--- config.mk ---
export PLATFORM = sky130hd
export DESIGN_NAME = sac_ctrl
export DESIGN_NICKNAME = d
export VERILOG_FILES = /design/src/design/sac_pkg.sv /design/src/design/sac_sync.sv /design/src/design/sac_clkdiv.sv /design/src/design/sac_ctrl.sv
export SDC_FILE = /design/constraint.sdc
export NUM_CORES = 1
export LEC_CHECK = 0
export BUFFER_PORTS_ARGS = -buffer_cell sky130_fd_sc_hd__buf_2
export CORE_MARGIN = 10
export CORE_UTILIZATION = 25
export DETAILED_ROUTE_END_ITERATION = 6
export GPL_TIMING_DRIVEN = 0
export HOLD_SLACK_MARGIN = 0.1
export PLACE_DENSITY = 0.52
export SLEW_MARGIN = 20
export SYNTH_ARGS = -nofsm -noshare
export SYNTH_HDL_FRONTEND = slang
export SYNTH_HIERARCHICAL = 1
export SYNTH_SLANG_ARGS = --single-unit
--- constraint.sdc ---
create_clock -name clk_sys -period 3.35 [get_ports clk_sys]
set_input_delay 0.67 -clock clk_sys [delete_from_list [all_inputs] [get_ports clk_sys]]
set_output_delay 0.67 -clock clk_sys [all_outputs]
set_load 0.005 [all_outputs]
--- src/design/sac_pkg.sv ---
// Shared constants and carrier types for the converter controller.
// Assumes a 16-bit word-addressed host register port on one system clock.
package sac_pkg;

   // Word addresses of the five registers
   localparam logic [15:0] SAC_ADDR_CONTROL = 16'h7012;
   localparam logic [15:0] SAC_ADDR_RESULT = 16'h7014;
   localparam logic [15:0] SAC_ADDR_CLKDIV = 16'h7016;
   localparam logic [15:0] SAC_ADDR_REFPIN = 16'h7018;
   localparam logic [15:0] SAC_ADDR_PINOUT = 16'h701a;

   // Register widths and reset values
   localparam int SAC_DW = 16;
   localparam logic [15:0] SAC_CONTROL_RST = 16'h0000;
   localparam logic [15:0] SAC_CLKDIV_RST = 16'h0000;
   localparam logic [15:0] SAC_REFPIN_RST = 16'h0000;
   localparam logic [15:0] SAC_PINOUT_RST = 16'h0000;
   localparam logic [15:0] SAC_READ_NONE = 16'h0000;

   // Converter timing and geometry
   localparam int SAC_CONV_CYCLES = 32;
   localparam int SAC_RES_W = 10;
   localparam int SAC_NUM_INPUTS = 6;
   localparam int SAC_NUM_PINS = 4;

   // Field positions inside reference/pin and pin output registers
   localparam int SAC_PEN_EN_BIT = 0;
   localparam int SAC_PIN_EN_LSB = 0;
   localparam int SAC_PIN_LVL_LSB = 4;

   // Control register layout, msb first
   typedef struct packed {
      logic conversion_start_bit;
      logic [2:0] input_channel_select;
      logic long_sample_mode;
      logic one_shot_mode;
      logic [9:0] spare;
   } sac_control_t;

   // Result register layout, msb first
   typedef struct packed {
      logic conversion_in_progress;
      logic [2:0] channel;
      logic [1:0] spare;
      logic [9:0] conversion_result;
   } sac_result_t;

   // Sequencer states, Gray coded along idle -> convert -> done
   typedef enum logic [1:0] {
      SAC_IDLE = 2'b00,
      SAC_CONV = 2'b01,
      SAC_DONE = 2'b11
   } sac_state_t;

   // One-hot switch word for a channel number; 6 and 7 open all switches
   function automatic logic [5:0] sac_switches(input logic [2:0] ch);
      logic [5:0] w;
      w = 6'h00;
      if (ch < 3'h6) begin
         w[ch] = 1'b1;
      end
      return w;
   endfunction : sac_switches

endpackage : sac_pkg

--- src/design/sac_sync.sv ---
// Two-stage synchroniser for a bus of levels.
// Assumes inputs come from pins or from the analog macro, not this clock.
`timescale 1ns/1ns
`default_nettype none
module sac_sync #(
   parameter int WIDTH = 1
) (
   input wire logic clk_sys,
   input wire logic nrst,
   input wire logic [WIDTH-1:0] async_in,
   output logic [WIDTH-1:0] sync_out
);

   logic [WIDTH-1:0] stage1;

   // First stage is read only by the second stage
   always_ff @(posedge clk_sys or negedge nrst) begin
      if (!nrst) begin
         stage1 <= '0;
         sync_out <= '0;
      end else begin
         stage1 <= async_in;
         sync_out <= stage1;
      end
   end

endmodule : sac_sync
`default_nettype wire

--- src/design/sac_clkdiv.sv ---
// Converter clock divider: one-cycle enable every div_value+1 clocks.
// Assumes div_value comes from a register on the same clock.
`timescale 1ns/1ns
`default_nettype none
module sac_clkdiv #(
   parameter int WIDTH = 16
) (
   input wire logic clk_sys,
   input wire logic nrst,
   input wire logic [WIDTH-1:0] div_value,
   output logic tick
);

   logic [WIDTH-1:0] count;
   wire logic wrap = (count >= div_value);

   // A shrinking divider wraps at once rather than running to overflow
   always_ff @(posedge clk_sys or negedge nrst) begin
      if (!nrst) begin
         count <= '0;
         tick <= 1'b0;
      end else begin
         count <= wrap ? '0 : count + 1'b1;
         tick <= wrap;
      end
   end

endmodule : sac_clkdiv
`default_nettype wire

--- src/design/sac_ctrl.sv ---
// Control logic of a 10-bit successive-approximation converter: host
// registers, conversion sequencer, pin outputs and touch detection.
// Assumes a single-cycle host port on clk_sys and an analog macro that
// settles its result within the 32 converter clocks of a conversion.
`timescale 1ns/1ns
`default_nettype none
// Summary of operation
// - Each analog pin, once output-enabled, drives low or high per its level bit.
// - Software or debugger resets leave all registers and operation untouched.
// - Hardware reset returns every register to its default value.
// - No peripheral reset exists; only the hardware reset initialises state.
// - At sequence end hardware clears busy flag, and start bit in one-shot mode.
// - With busy low the result register holds data and its channel.
// - An interrupt is raised whenever a conversion result becomes readable.
// - A panel press raises an interrupt without running conversions.
// - Debug halts never stop or pause converter operation.
// - Five registers sit at consecutive even word addresses from 7012h.
// - Control: start 15, channel 14-12, long sample 11, one-shot 10.
// - All control fields are read/write and reset to zero.
// - Start bit 1 asserts the internal start signal; 0 starts nothing.
// - Channel values 0 to 5 route the input of that number.
// - Each conversion lasts 32 divided converter clocks.
// - Channel values 6 and 7 open every input switch.
// - One-shot converts once and stops; otherwise back-to-back while started.
// - A DMA request is issued at the end of every conversion.
module sac_ctrl
   import sac_pkg::*;
#(
   parameter int DIV_W = 16,
   parameter int CONV_CYCLES = SAC_CONV_CYCLES
) (
   input wire logic clk_sys,
   input wire logic nrst,
   input wire logic [15:0] host_addr,
   input wire logic [15:0] host_wdata,
   input wire logic host_wr,
   input wire logic host_rd,
   output logic [15:0] host_rdata,
   output logic conv_start,
   output logic [5:0] input_switches,
   output logic long_sample,
   output logic [15:0] ref_pin_setting,
   input wire logic [SAC_RES_W-1:0] analog_result,
   input wire logic [SAC_NUM_PINS-1:0] analog_io_pin_in,
   output logic [SAC_NUM_PINS-1:0] analog_io_pin_out,
   output logic [SAC_NUM_PINS-1:0] analog_io_pin_oe_n,
   input wire logic touch_sense_n,
   output logic conversion_done_irq,
   output logic touch_press_interrupt,
   output logic dma_request
);

   localparam int CNT_W = $clog2(CONV_CYCLES);
   localparam logic [CNT_W-1:0] LAST_CYCLE = CNT_W'(CONV_CYCLES - 1);

   // Host-visible registers
   sac_control_t converter_control;
   sac_result_t converter_result;
   logic [15:0] converter_clock_divider;
   logic [15:0] reference_and_pin_control;
   logic [15:0] pin_output_control;

   // Sequencer state
   sac_state_t state;
   sac_state_t next_state;
   logic [CNT_W-1:0] cycle_count;
   logic [2:0] active_channel;

   // Synchronised inputs
   logic [SAC_RES_W-1:0] result_sync;
   logic touch_sync_n;
   logic touch_prev_n;

   // Divider enable
   logic conv_tick;

   // Address decode
   wire logic hit_control = (host_addr == SAC_ADDR_CONTROL);
   wire logic hit_result = (host_addr == SAC_ADDR_RESULT);
   wire logic hit_clkdiv = (host_addr == SAC_ADDR_CLKDIV);
   wire logic hit_refpin = (host_addr == SAC_ADDR_REFPIN);
   wire logic hit_pinout = (host_addr == SAC_ADDR_PINOUT);

   wire logic wr_control = host_wr && hit_control;
   wire logic wr_clkdiv = host_wr && hit_clkdiv;
   wire logic wr_refpin = host_wr && hit_refpin;
   wire logic wr_pinout = host_wr && hit_pinout;

   // Write image of the control register, all fields writable
   wire sac_control_t control_wr_image = sac_control_t'(host_wdata);

   // Sequencer events
   wire logic start_req = converter_control.conversion_start_bit;
   wire logic last_tick = conv_tick && (cycle_count == LAST_CYCLE);
   wire logic in_done = (state == SAC_DONE);
   wire logic one_shot_end = in_done && converter_control.one_shot_mode;

   // Busy and switch words for the next cycle
   wire logic next_busy = (next_state == SAC_CONV);
   wire logic [2:0] next_channel = (state == SAC_IDLE || in_done)
      ? converter_control.input_channel_select : active_channel;
   wire logic [5:0] next_switches = sac_switches(next_channel);

   // Pen press: falling edge on the sense line while detection is enabled
   wire logic pen_enabled = reference_and_pin_control[SAC_PEN_EN_BIT];
   wire logic pen_edge = pen_enabled && touch_prev_n && !touch_sync_n;

   // Pin drive fields
   wire logic [SAC_NUM_PINS-1:0] pin_enable =
      pin_output_control[SAC_PIN_EN_LSB +: SAC_NUM_PINS];
   wire logic [SAC_NUM_PINS-1:0] pin_level =
      pin_output_control[SAC_PIN_LVL_LSB +: SAC_NUM_PINS];

   // Read multiplexer; unmapped words read as zero
   wire logic [15:0] read_word =
      hit_control ? 16'(converter_control) :
      hit_result ? 16'(converter_result) :
      hit_clkdiv ? converter_clock_divider :
      hit_refpin ? reference_and_pin_control :
      hit_pinout ? pin_output_control : SAC_READ_NONE;

   // Converter clock enable from the programmed divider
   sac_clkdiv #(
      .WIDTH(DIV_W)
   ) u_clkdiv (
      .clk_sys(clk_sys),
      .nrst(nrst),
      .div_value(converter_clock_divider[DIV_W-1:0]),
      .tick(conv_tick)
   );

   // Analog result word and pin sensing come from another domain
   sac_sync #(
      .WIDTH(SAC_RES_W)
   ) u_sync_result (
      .clk_sys(clk_sys),
      .nrst(nrst),
      .async_in(analog_result),
      .sync_out(result_sync)
   );

   sac_sync #(
      .WIDTH(1)
   ) u_sync_touch (
      .clk_sys(clk_sys),
      .nrst(nrst),
      .async_in(touch_sense_n),
      .sync_out(touch_sync_n)
   );

   // Next state of the conversion sequencer
   always_comb begin
      next_state = state;
      unique case (state)
         SAC_IDLE: begin
            if (start_req) begin
               next_state = SAC_CONV;
            end
         end
         SAC_CONV: begin
            if (last_tick) begin
               next_state = SAC_DONE;
            end
         end
         SAC_DONE: begin
            // Continuous mode restarts straight away while start stays set
            if (start_req && !converter_control.one_shot_mode) begin
               next_state = SAC_CONV;
            end else begin
               next_state = SAC_IDLE;
            end
         end
         default: begin
            next_state = SAC_IDLE;
         end
      endcase
   end

   // Sequencer registers. Only the hardware reset touches them; there is
   // no soft reset or debug halt input by design.
   always_ff @(posedge clk_sys or negedge nrst) begin
      if (!nrst) begin
         state <= SAC_IDLE;
         cycle_count <= '0;
         active_channel <= 3'h0;
      end else begin
         state <= next_state;
         active_channel <= next_channel;
         if (next_state != state) begin
            cycle_count <= '0;
         end else if (conv_tick && state == SAC_CONV) begin
            cycle_count <= cycle_count + 1'b1;
         end
      end
   end

   // Control register: a host write in the same cycle beats the
   // hardware clear, so a fresh start is never swallowed.
   always_ff @(posedge clk_sys or negedge nrst) begin
      if (!nrst) begin
         converter_control <= sac_control_t'(SAC_CONTROL_RST);
      end else if (wr_control) begin
         converter_control <= control_wr_image;
      end else if (one_shot_end) begin
         converter_control.conversion_start_bit <= 1'b0;
      end
   end

   // Plain configuration registers; only hardware reset clears them
   always_ff @(posedge clk_sys or negedge nrst) begin
      if (!nrst) begin
         converter_clock_divider <= SAC_CLKDIV_RST;
         reference_and_pin_control <= SAC_REFPIN_RST;
         pin_output_control <= SAC_PINOUT_RST;
      end else begin
         if (wr_clkdiv) begin
            converter_clock_divider <= host_wdata;
         end
         if (wr_refpin) begin
            reference_and_pin_control <= host_wdata;
         end
         if (wr_pinout) begin
            pin_output_control <= host_wdata;
         end
      end
   end

   // Result register: busy follows the sequencer, data and channel are
   // captured together on the final converter clock.
   always_ff @(posedge clk_sys or negedge nrst) begin
      if (!nrst) begin
         converter_result <= '0;
      end else begin
         converter_result.conversion_in_progress <= next_busy;
         converter_result.spare <= 2'b00;
         if (state == SAC_CONV && last_tick) begin
            converter_result.conversion_result <= result_sync;
            converter_result.channel <= active_channel;
         end
      end
   end

   // Event pulses, one cycle each; done interrupt and DMA request on the cycle busy falls
   always_ff @(posedge clk_sys or negedge nrst) begin
      if (!nrst) begin
         conversion_done_irq <= 1'b0;
         dma_request <= 1'b0;
         touch_press_interrupt <= 1'b0;
         touch_prev_n <= 1'b1;
      end else begin
         conversion_done_irq <= (state == SAC_CONV) && last_tick;
         dma_request <= (state == SAC_CONV) && last_tick;
         touch_press_interrupt <= pen_edge;
         touch_prev_n <= touch_sync_n;
      end
   end

   // Analog macro controls; switches open while idle
   always_ff @(posedge clk_sys or negedge nrst) begin
      if (!nrst) begin
         conv_start <= 1'b0;
         input_switches <= 6'h00;
         long_sample <= 1'b0;
         ref_pin_setting <= SAC_REFPIN_RST;
      end else begin
         conv_start <= next_busy;
         input_switches <= next_busy ? next_switches : 6'h00;
         long_sample <= converter_control.long_sample_mode;
         ref_pin_setting <= reference_and_pin_control;
      end
   end

   // Pin outputs. Enable is active low on the pad; a disabled pin is
   // released to the analog path.
   always_ff @(posedge clk_sys or negedge nrst) begin
      if (!nrst) begin
         analog_io_pin_out <= '0;
         analog_io_pin_oe_n <= '1;
      end else begin
         analog_io_pin_out <= pin_level;
         analog_io_pin_oe_n <= ~pin_enable;
      end
   end

   // Registered read data, valid the cycle after the read strobe.
   // Reads have no side effects; busy polling is safe at any rate.
   always_ff @(posedge clk_sys or negedge nrst) begin
      if (!nrst) begin
         host_rdata <= SAC_READ_NONE;
      end else if (host_rd) begin
         host_rdata <= read_word;
      end
   end

   // The pin inputs are sensed by the analog macro only
   wire logic unused_pins = ^analog_io_pin_in;

endmodule : sac_ctrl
`default_nettype wire

==> results <==
- Summing all multi-input logic gate instances after layout gives between 2000 and 3000 um^2.
- The register area share after synthesis is between 50% and 60%.
- The number of hold buffers added after cts is 0.
- For the worst-skew pair, the clock arrives at the later sink with an insertion delay of ~0.43 ns.
- The worst-case IR drop observed on VDD is between 0.0002 and 0.0003 V.
- The number of top-level pins is 102.
- The final net count is about 760.
- The net load switching power is ~1.1 mW.
- Measured along the x axis, the die boundary spans approximately 200 um.
- The via count of the routed design is roughly 5000.
- Setup violations remaining at the end of the flow were counted as 0.
- The distinct cell type count of the synthesized netlist is 57.
- The initial standard-cell utilization of the core is 25.2%.
- The post-route clock period utilization is between 70% and 80%.
- The combined area of all synthesized cells is 7670 um^2.
- Global routing used 10.5% of the available tracks.
- The maximum number of buffers from clock root to sink is 2.
- The share of total power dissipated in sequential elements is ~48%.
- In this run the tool buffered the top-level ports with 94 buffer cells.
- The power density of the placed cells is 501 nW/um^2.
- Entering global routing, the biggest net connects 96 pins.
- The capture point of the worst reg-to-reg path is converter_result[8]$_DFFE_PN0P_.
- Setup repair after global routing left no endpoint under its margin.
- The yosys synthesis warning count is 6.
- In the routed layout, each cell is associated on average with a via count of 4.55.
- For the final database, setup skew stands at 0.0124 ns.
- The startpoint class of the critical path is an input pin.
- The worst-case hold slack is between 0.2 and 0.25 ns.
- After synthesis, the largest area contributor takes up between 50% and 60% of total cell area.
- The critical path data required time is 3.66 ns.
- The type of element capturing the critical path is a flop.
- The number of failing hold endpoints at the final stage is 0.
- The slew at the pin closest to its max-slew limit is 0.914 ns.
- The TritonCTS clock tree is yes.
- The ratio of cells with drive above 1 in the final layout is roughly a third.
- The initial antenna violation count is 0.
- STA puts the critical path data arrival time at 2.77 ns.
- The number of design-rule violations left by the first detailed-router iteration is 325.
- The number of buffers inserted by post-CTS setup repair is 0.
- The critical path start-end classification is input pin to flop.
- The number of global-route vias before repair came to approximately 5200.
- In this run the critical register-to-register path is launched from cycle_count[0]$_DFFE_PN0P_.
- The worst slew slack as a fraction of its limit is between 30% and 40%.
- Summed over all nets, the half-perimeter wirelength after detailed placement is 14300 um.
- The number of max-slew violations in the final report is 0.
- The internal portion of the total power is 3.53 mW.
- The region available for standard cell placement spans 30400 um^2.
- The setup check on the worst reg-to-reg path leaves a slack of between 0.9 and 1 ns.
- The post-detailed-route count of antenna-violating nets is 0.
- The flow ran to the end, and the final reports show no timing, DRC or antenna violations.
- The routed length per instance is about 18 um.
- Net switching is 24.2% of the power.
- Buffers inserted during clock tree synthesis total 17.
- After synthesis, the share of flip-flops with an asynchronous set or reset is 100%.
- After synthesis, the mean cell area works out to ~13 um^2.
- The tree is rooted in a sky130_fd_sc_hd__clkbuf_16.
- For the finished layout, the period the worst path requires is about 2.5 ns.
- Ranked by total cell area, the synthesized netlist is headed by sky130_fd_sc_hd__dfrtp_1, sky130_fd_sc_hd__mux2_2, sky130_fd_sc_hd__ha_1.
- For this block, the routed nets add up to ~20000 um of wire.
- The placement row count is 64.
- The total overflow reported by the global router is 0.
- The largest total area in the synthesized netlist belongs to sky130_fd_sc_hd__dfrtp_1.
- The post-cts resize count is 0.
- After clock tree synthesis, the clock-pin slew on the worst setup and hold paths is ~0.07 ns.
- The clock drives ~180 sinks.
- Summed over all cells, the static leakage comes to 4.34 nW.
- Of all nets on the critical path, the largest fanout is 10.
- The combined flip-flop and latch cell area is around 4400 um^2.
- The most frequently used flop master after synthesis is sky130_fd_sc_hd__dfrtp_1.
- The max-cap violation count is 0.
- The count of unresolved DRC violations after routing is 0.
- The repair_antennas step left the layout with diodes totalling 0.
- The layout filler cell count is 3105.
- The number of cells on the worst reg-to-reg path is 6.
- The number of enable-type register cells in the synthesized netlist is 0.
- Compared with the post-synthesis result, the final layout area differs by 21.1%.
- The routability congestion estimate from global placement is ~0.8.
- The H-tree was split into 4 levels.
- The first global-routing pass estimated 31300 um of wire.
- The first detailed-routing pass ran for 5 iterations.
- The die covers around 38000 um^2.
- The synthesized instance count is between 500 and 600.
- The floorplan step set the die height to between 150 and 200 um.
- The number of nets in the synthesized netlist is 648.
- Per report_power, the combinational group accounts for 7.0% of the total.
- Power comes to 4.66 mW.
- Synthesis inferred approximately 180 register bits.
- The worst hold path class is input pin to asynchronous set/reset pin.
- Based on the critical path, the design can be clocked at up to slightly above 0.4 GHz.
- The clock network burns ~45% of the power.
state kept, by name, summed over array words and instances (netlist names), 2 cells and up:
name,flops
converter_clock_divider,16
host_rdata,16
pin_output_control,16
ref_pin_setting,16
reference_and_pin_control,16
u_clkdiv/count,16
converter_control,15
converter_result,13
u_sync_result/stage1,10
u_sync_result/sync_out,10
input_switches,6
cycle_count,5
analog_io_pin_oe_n,4
analog_io_pin_out,4
active_channel,3
state,2
cells in the final DEF, fill, tap and decap left out, types with 5 or more instances in the layout:
cell type / n
sky130_fd_sc_hd__nor2b_1: 5
sky130_fd_sc_hd__mux2_4: 10
sky130_fd_sc_hd__nand3_1: 12
sky130_fd_sc_hd__mux2_2: 69
sky130_fd_sc_hd__a21oi_1: 23
sky130_fd_sc_hd__ha_1: 24
sky130_fd_sc_hd__nor2_1: 15
sky130_fd_sc_hd__nor4_1: 9
sky130_fd_sc_hd__xnor2_1: 14
sky130_fd_sc_hd__nor3_1: 5
sky130_fd_sc_hd__nand3b_1: 21
sky130_fd_sc_hd__buf_2: 96
sky130_fd_sc_hd__nand4_1: 8
sky130_fd_sc_hd__mux2i_1: 6
sky130_fd_sc_hd__clkbuf_16: 17
sky130_fd_sc_hd__o2bb2ai_1: 13
sky130_fd_sc_hd__inv_1: 35
sky130_fd_sc_hd__a221oi_1: 16
sky130_fd_sc_hd__nand2_1: 15
sky130_fd_sc_hd__dfstp_2: 5
sky130_fd_sc_hd__nor4_2: 10
sky130_fd_sc_hd__inv_6: 6
sky130_fd_sc_hd__dfrtp_1: 172
sky130_fd_sc_hd__clkbuf_1: 15
sky130_fd_sc_hd__a22o_1: 10
routing by layer:
metal	vias up	track usage [%]	share of wire [%]	wire (um)
met2	124	15.2	44	8670
met5	-	0	0	0
met3	17	3.10	5.3	1060
li1	2328	-	-	-
met4	0	3.14	1.3	253
met1	2518	14.8	50	9820
metrics by stage:
| stage | worst slack, ns | cells | utilization (%) | area (um^2) | setup TNS (ns) |
|---|---|---|---|---|---|
| finish | 0.893 | 1096 | 30.5 | 9290 | 0 |
| detailed placement | 0.400 | 1064 | 28.5 | 8680 | 0 |
| floorplan | 1.05 | 573 | - | 7670 | 0 |
| global placement | -1.38 | 1063 | 28.4 | 8640 | -235.96 |
| global route | 0.738 | 1096 | 30.5 | 9290 | 0 |
| CTS | 0.884 | 1096 | 30.5 | 9290 | 0 |
worst max-delay path: stages:
cell                              delay (ns)
sky130_fd_sc_hd__clkdlybuf4s15_1        0.35
sky130_fd_sc_hd__nand2b_1               0.37
sky130_fd_sc_hd__nor3_2                 0.66
sky130_fd_sc_hd__buf_4                  0.36
sky130_fd_sc_hd__mux2_2                 0.35
power groups by stage:
stage | sequential, mW | combinational, mW | clock (mW)
final | 2.23 | 0.326 | 2.10
after global routing | 2.24 | 0.377 | 2.24
after CTS | 2.23 | 0.332 | 2.15
after detailed placement | 2.27 | 0.331 | 0
after global placement | 2.27 | 0.322 | 0
after floorplan | 2.26 | 0.184 | 0
worst max path at each step:
| stage | start | end | slack, ns | cells past startpoint |
|---|---|---|---|---|
| 2_1_floorplan | host_addr[2] | converter_clock_divider[0]$_DFFE_PN0P_ | 1.05 | 7 |
| 3_3_place_gp | nrst | state[0]$_DFF_PN0_ | -1.38 | 1 |
| 3_5_place_dp | host_addr[9] | pin_output_control[14]$_DFFE_PN0P_ | 0.40 | 6 |
| 4_1_cts | host_addr[9] | pin_output_control[9]$_DFFE_PN0P_ | 0.88 | 6 |
| 5_1_grt | cycle_count[0]$_DFFE_PN0P_ | input_switches[1]$_DFF_PN0_ | 0.74 | 7 |
| 6_report | host_addr[2] | pin_output_control[9]$_DFFE_PN0P_ | 0.89 | 5 |
cell usage after synthesis (4+ instances only):
master / n
sky130_fd_sc_hd__nor2_1: 15
sky130_fd_sc_hd__nor3_1: 5
sky130_fd_sc_hd__mux2_4: 10
sky130_fd_sc_hd__nand4_1: 8
sky130_fd_sc_hd__a2bb2oi_1: 4
sky130_fd_sc_hd__nor4_2: 10
sky130_fd_sc_hd__nand2_1: 15
sky130_fd_sc_hd__o2bb2ai_1: 13
sky130_fd_sc_hd__a22o_1: 10
sky130_fd_sc_hd__clkbuf_1: 14
sky130_fd_sc_hd__mux2i_1: 6
sky130_fd_sc_hd__xnor2_1: 14
sky130_fd_sc_hd__a221oi_1: 16
sky130_fd_sc_hd__mux2_2: 69
sky130_fd_sc_hd__nor2b_1: 5
sky130_fd_sc_hd__nand3_1: 12
sky130_fd_sc_hd__dfstp_2: 5
sky130_fd_sc_hd__ha_1: 24
sky130_fd_sc_hd__dfrtp_1: 172
sky130_fd_sc_hd__nor4_1: 9
sky130_fd_sc_hd__nand3b_1: 21
sky130_fd_sc_hd__inv_1: 35
sky130_fd_sc_hd__a21oi_1: 23
kinds of logic (layout without fill, tap and decap cells):
group                    after synthesis  count (layout)  share of synthesized area [%]
buffers and inverters                 62             189                           3.72
XOR/XNOR                              17              17                           1.94
AO/OA/AOI/OAI                         85              85                           8.63
adder cells (fa/ha/maj)               24              24                           3.91
multiplexers                          85              85                           12.9
AND/OR/NAND/NOR                      123             123                           11.1
flip-flops                           177             177                           57.8
layout make-up:
| type | count | share of cell area, % |
|---|---|---|
| inverters | 35 | 1.41 |
| repair buffers | 95 | 5.47 |
| plain buffers | 27 | 1.66 |
| clock inverters | 13 | 1.86 |
| flip-flops and latches | 177 | 47.7 |
| clock buffers | 19 | 4.77 |
| multi-input cells | 334 | 31.8 |
| well taps | 396 | 5.33 |
Power figures use the tool's default switching activity.
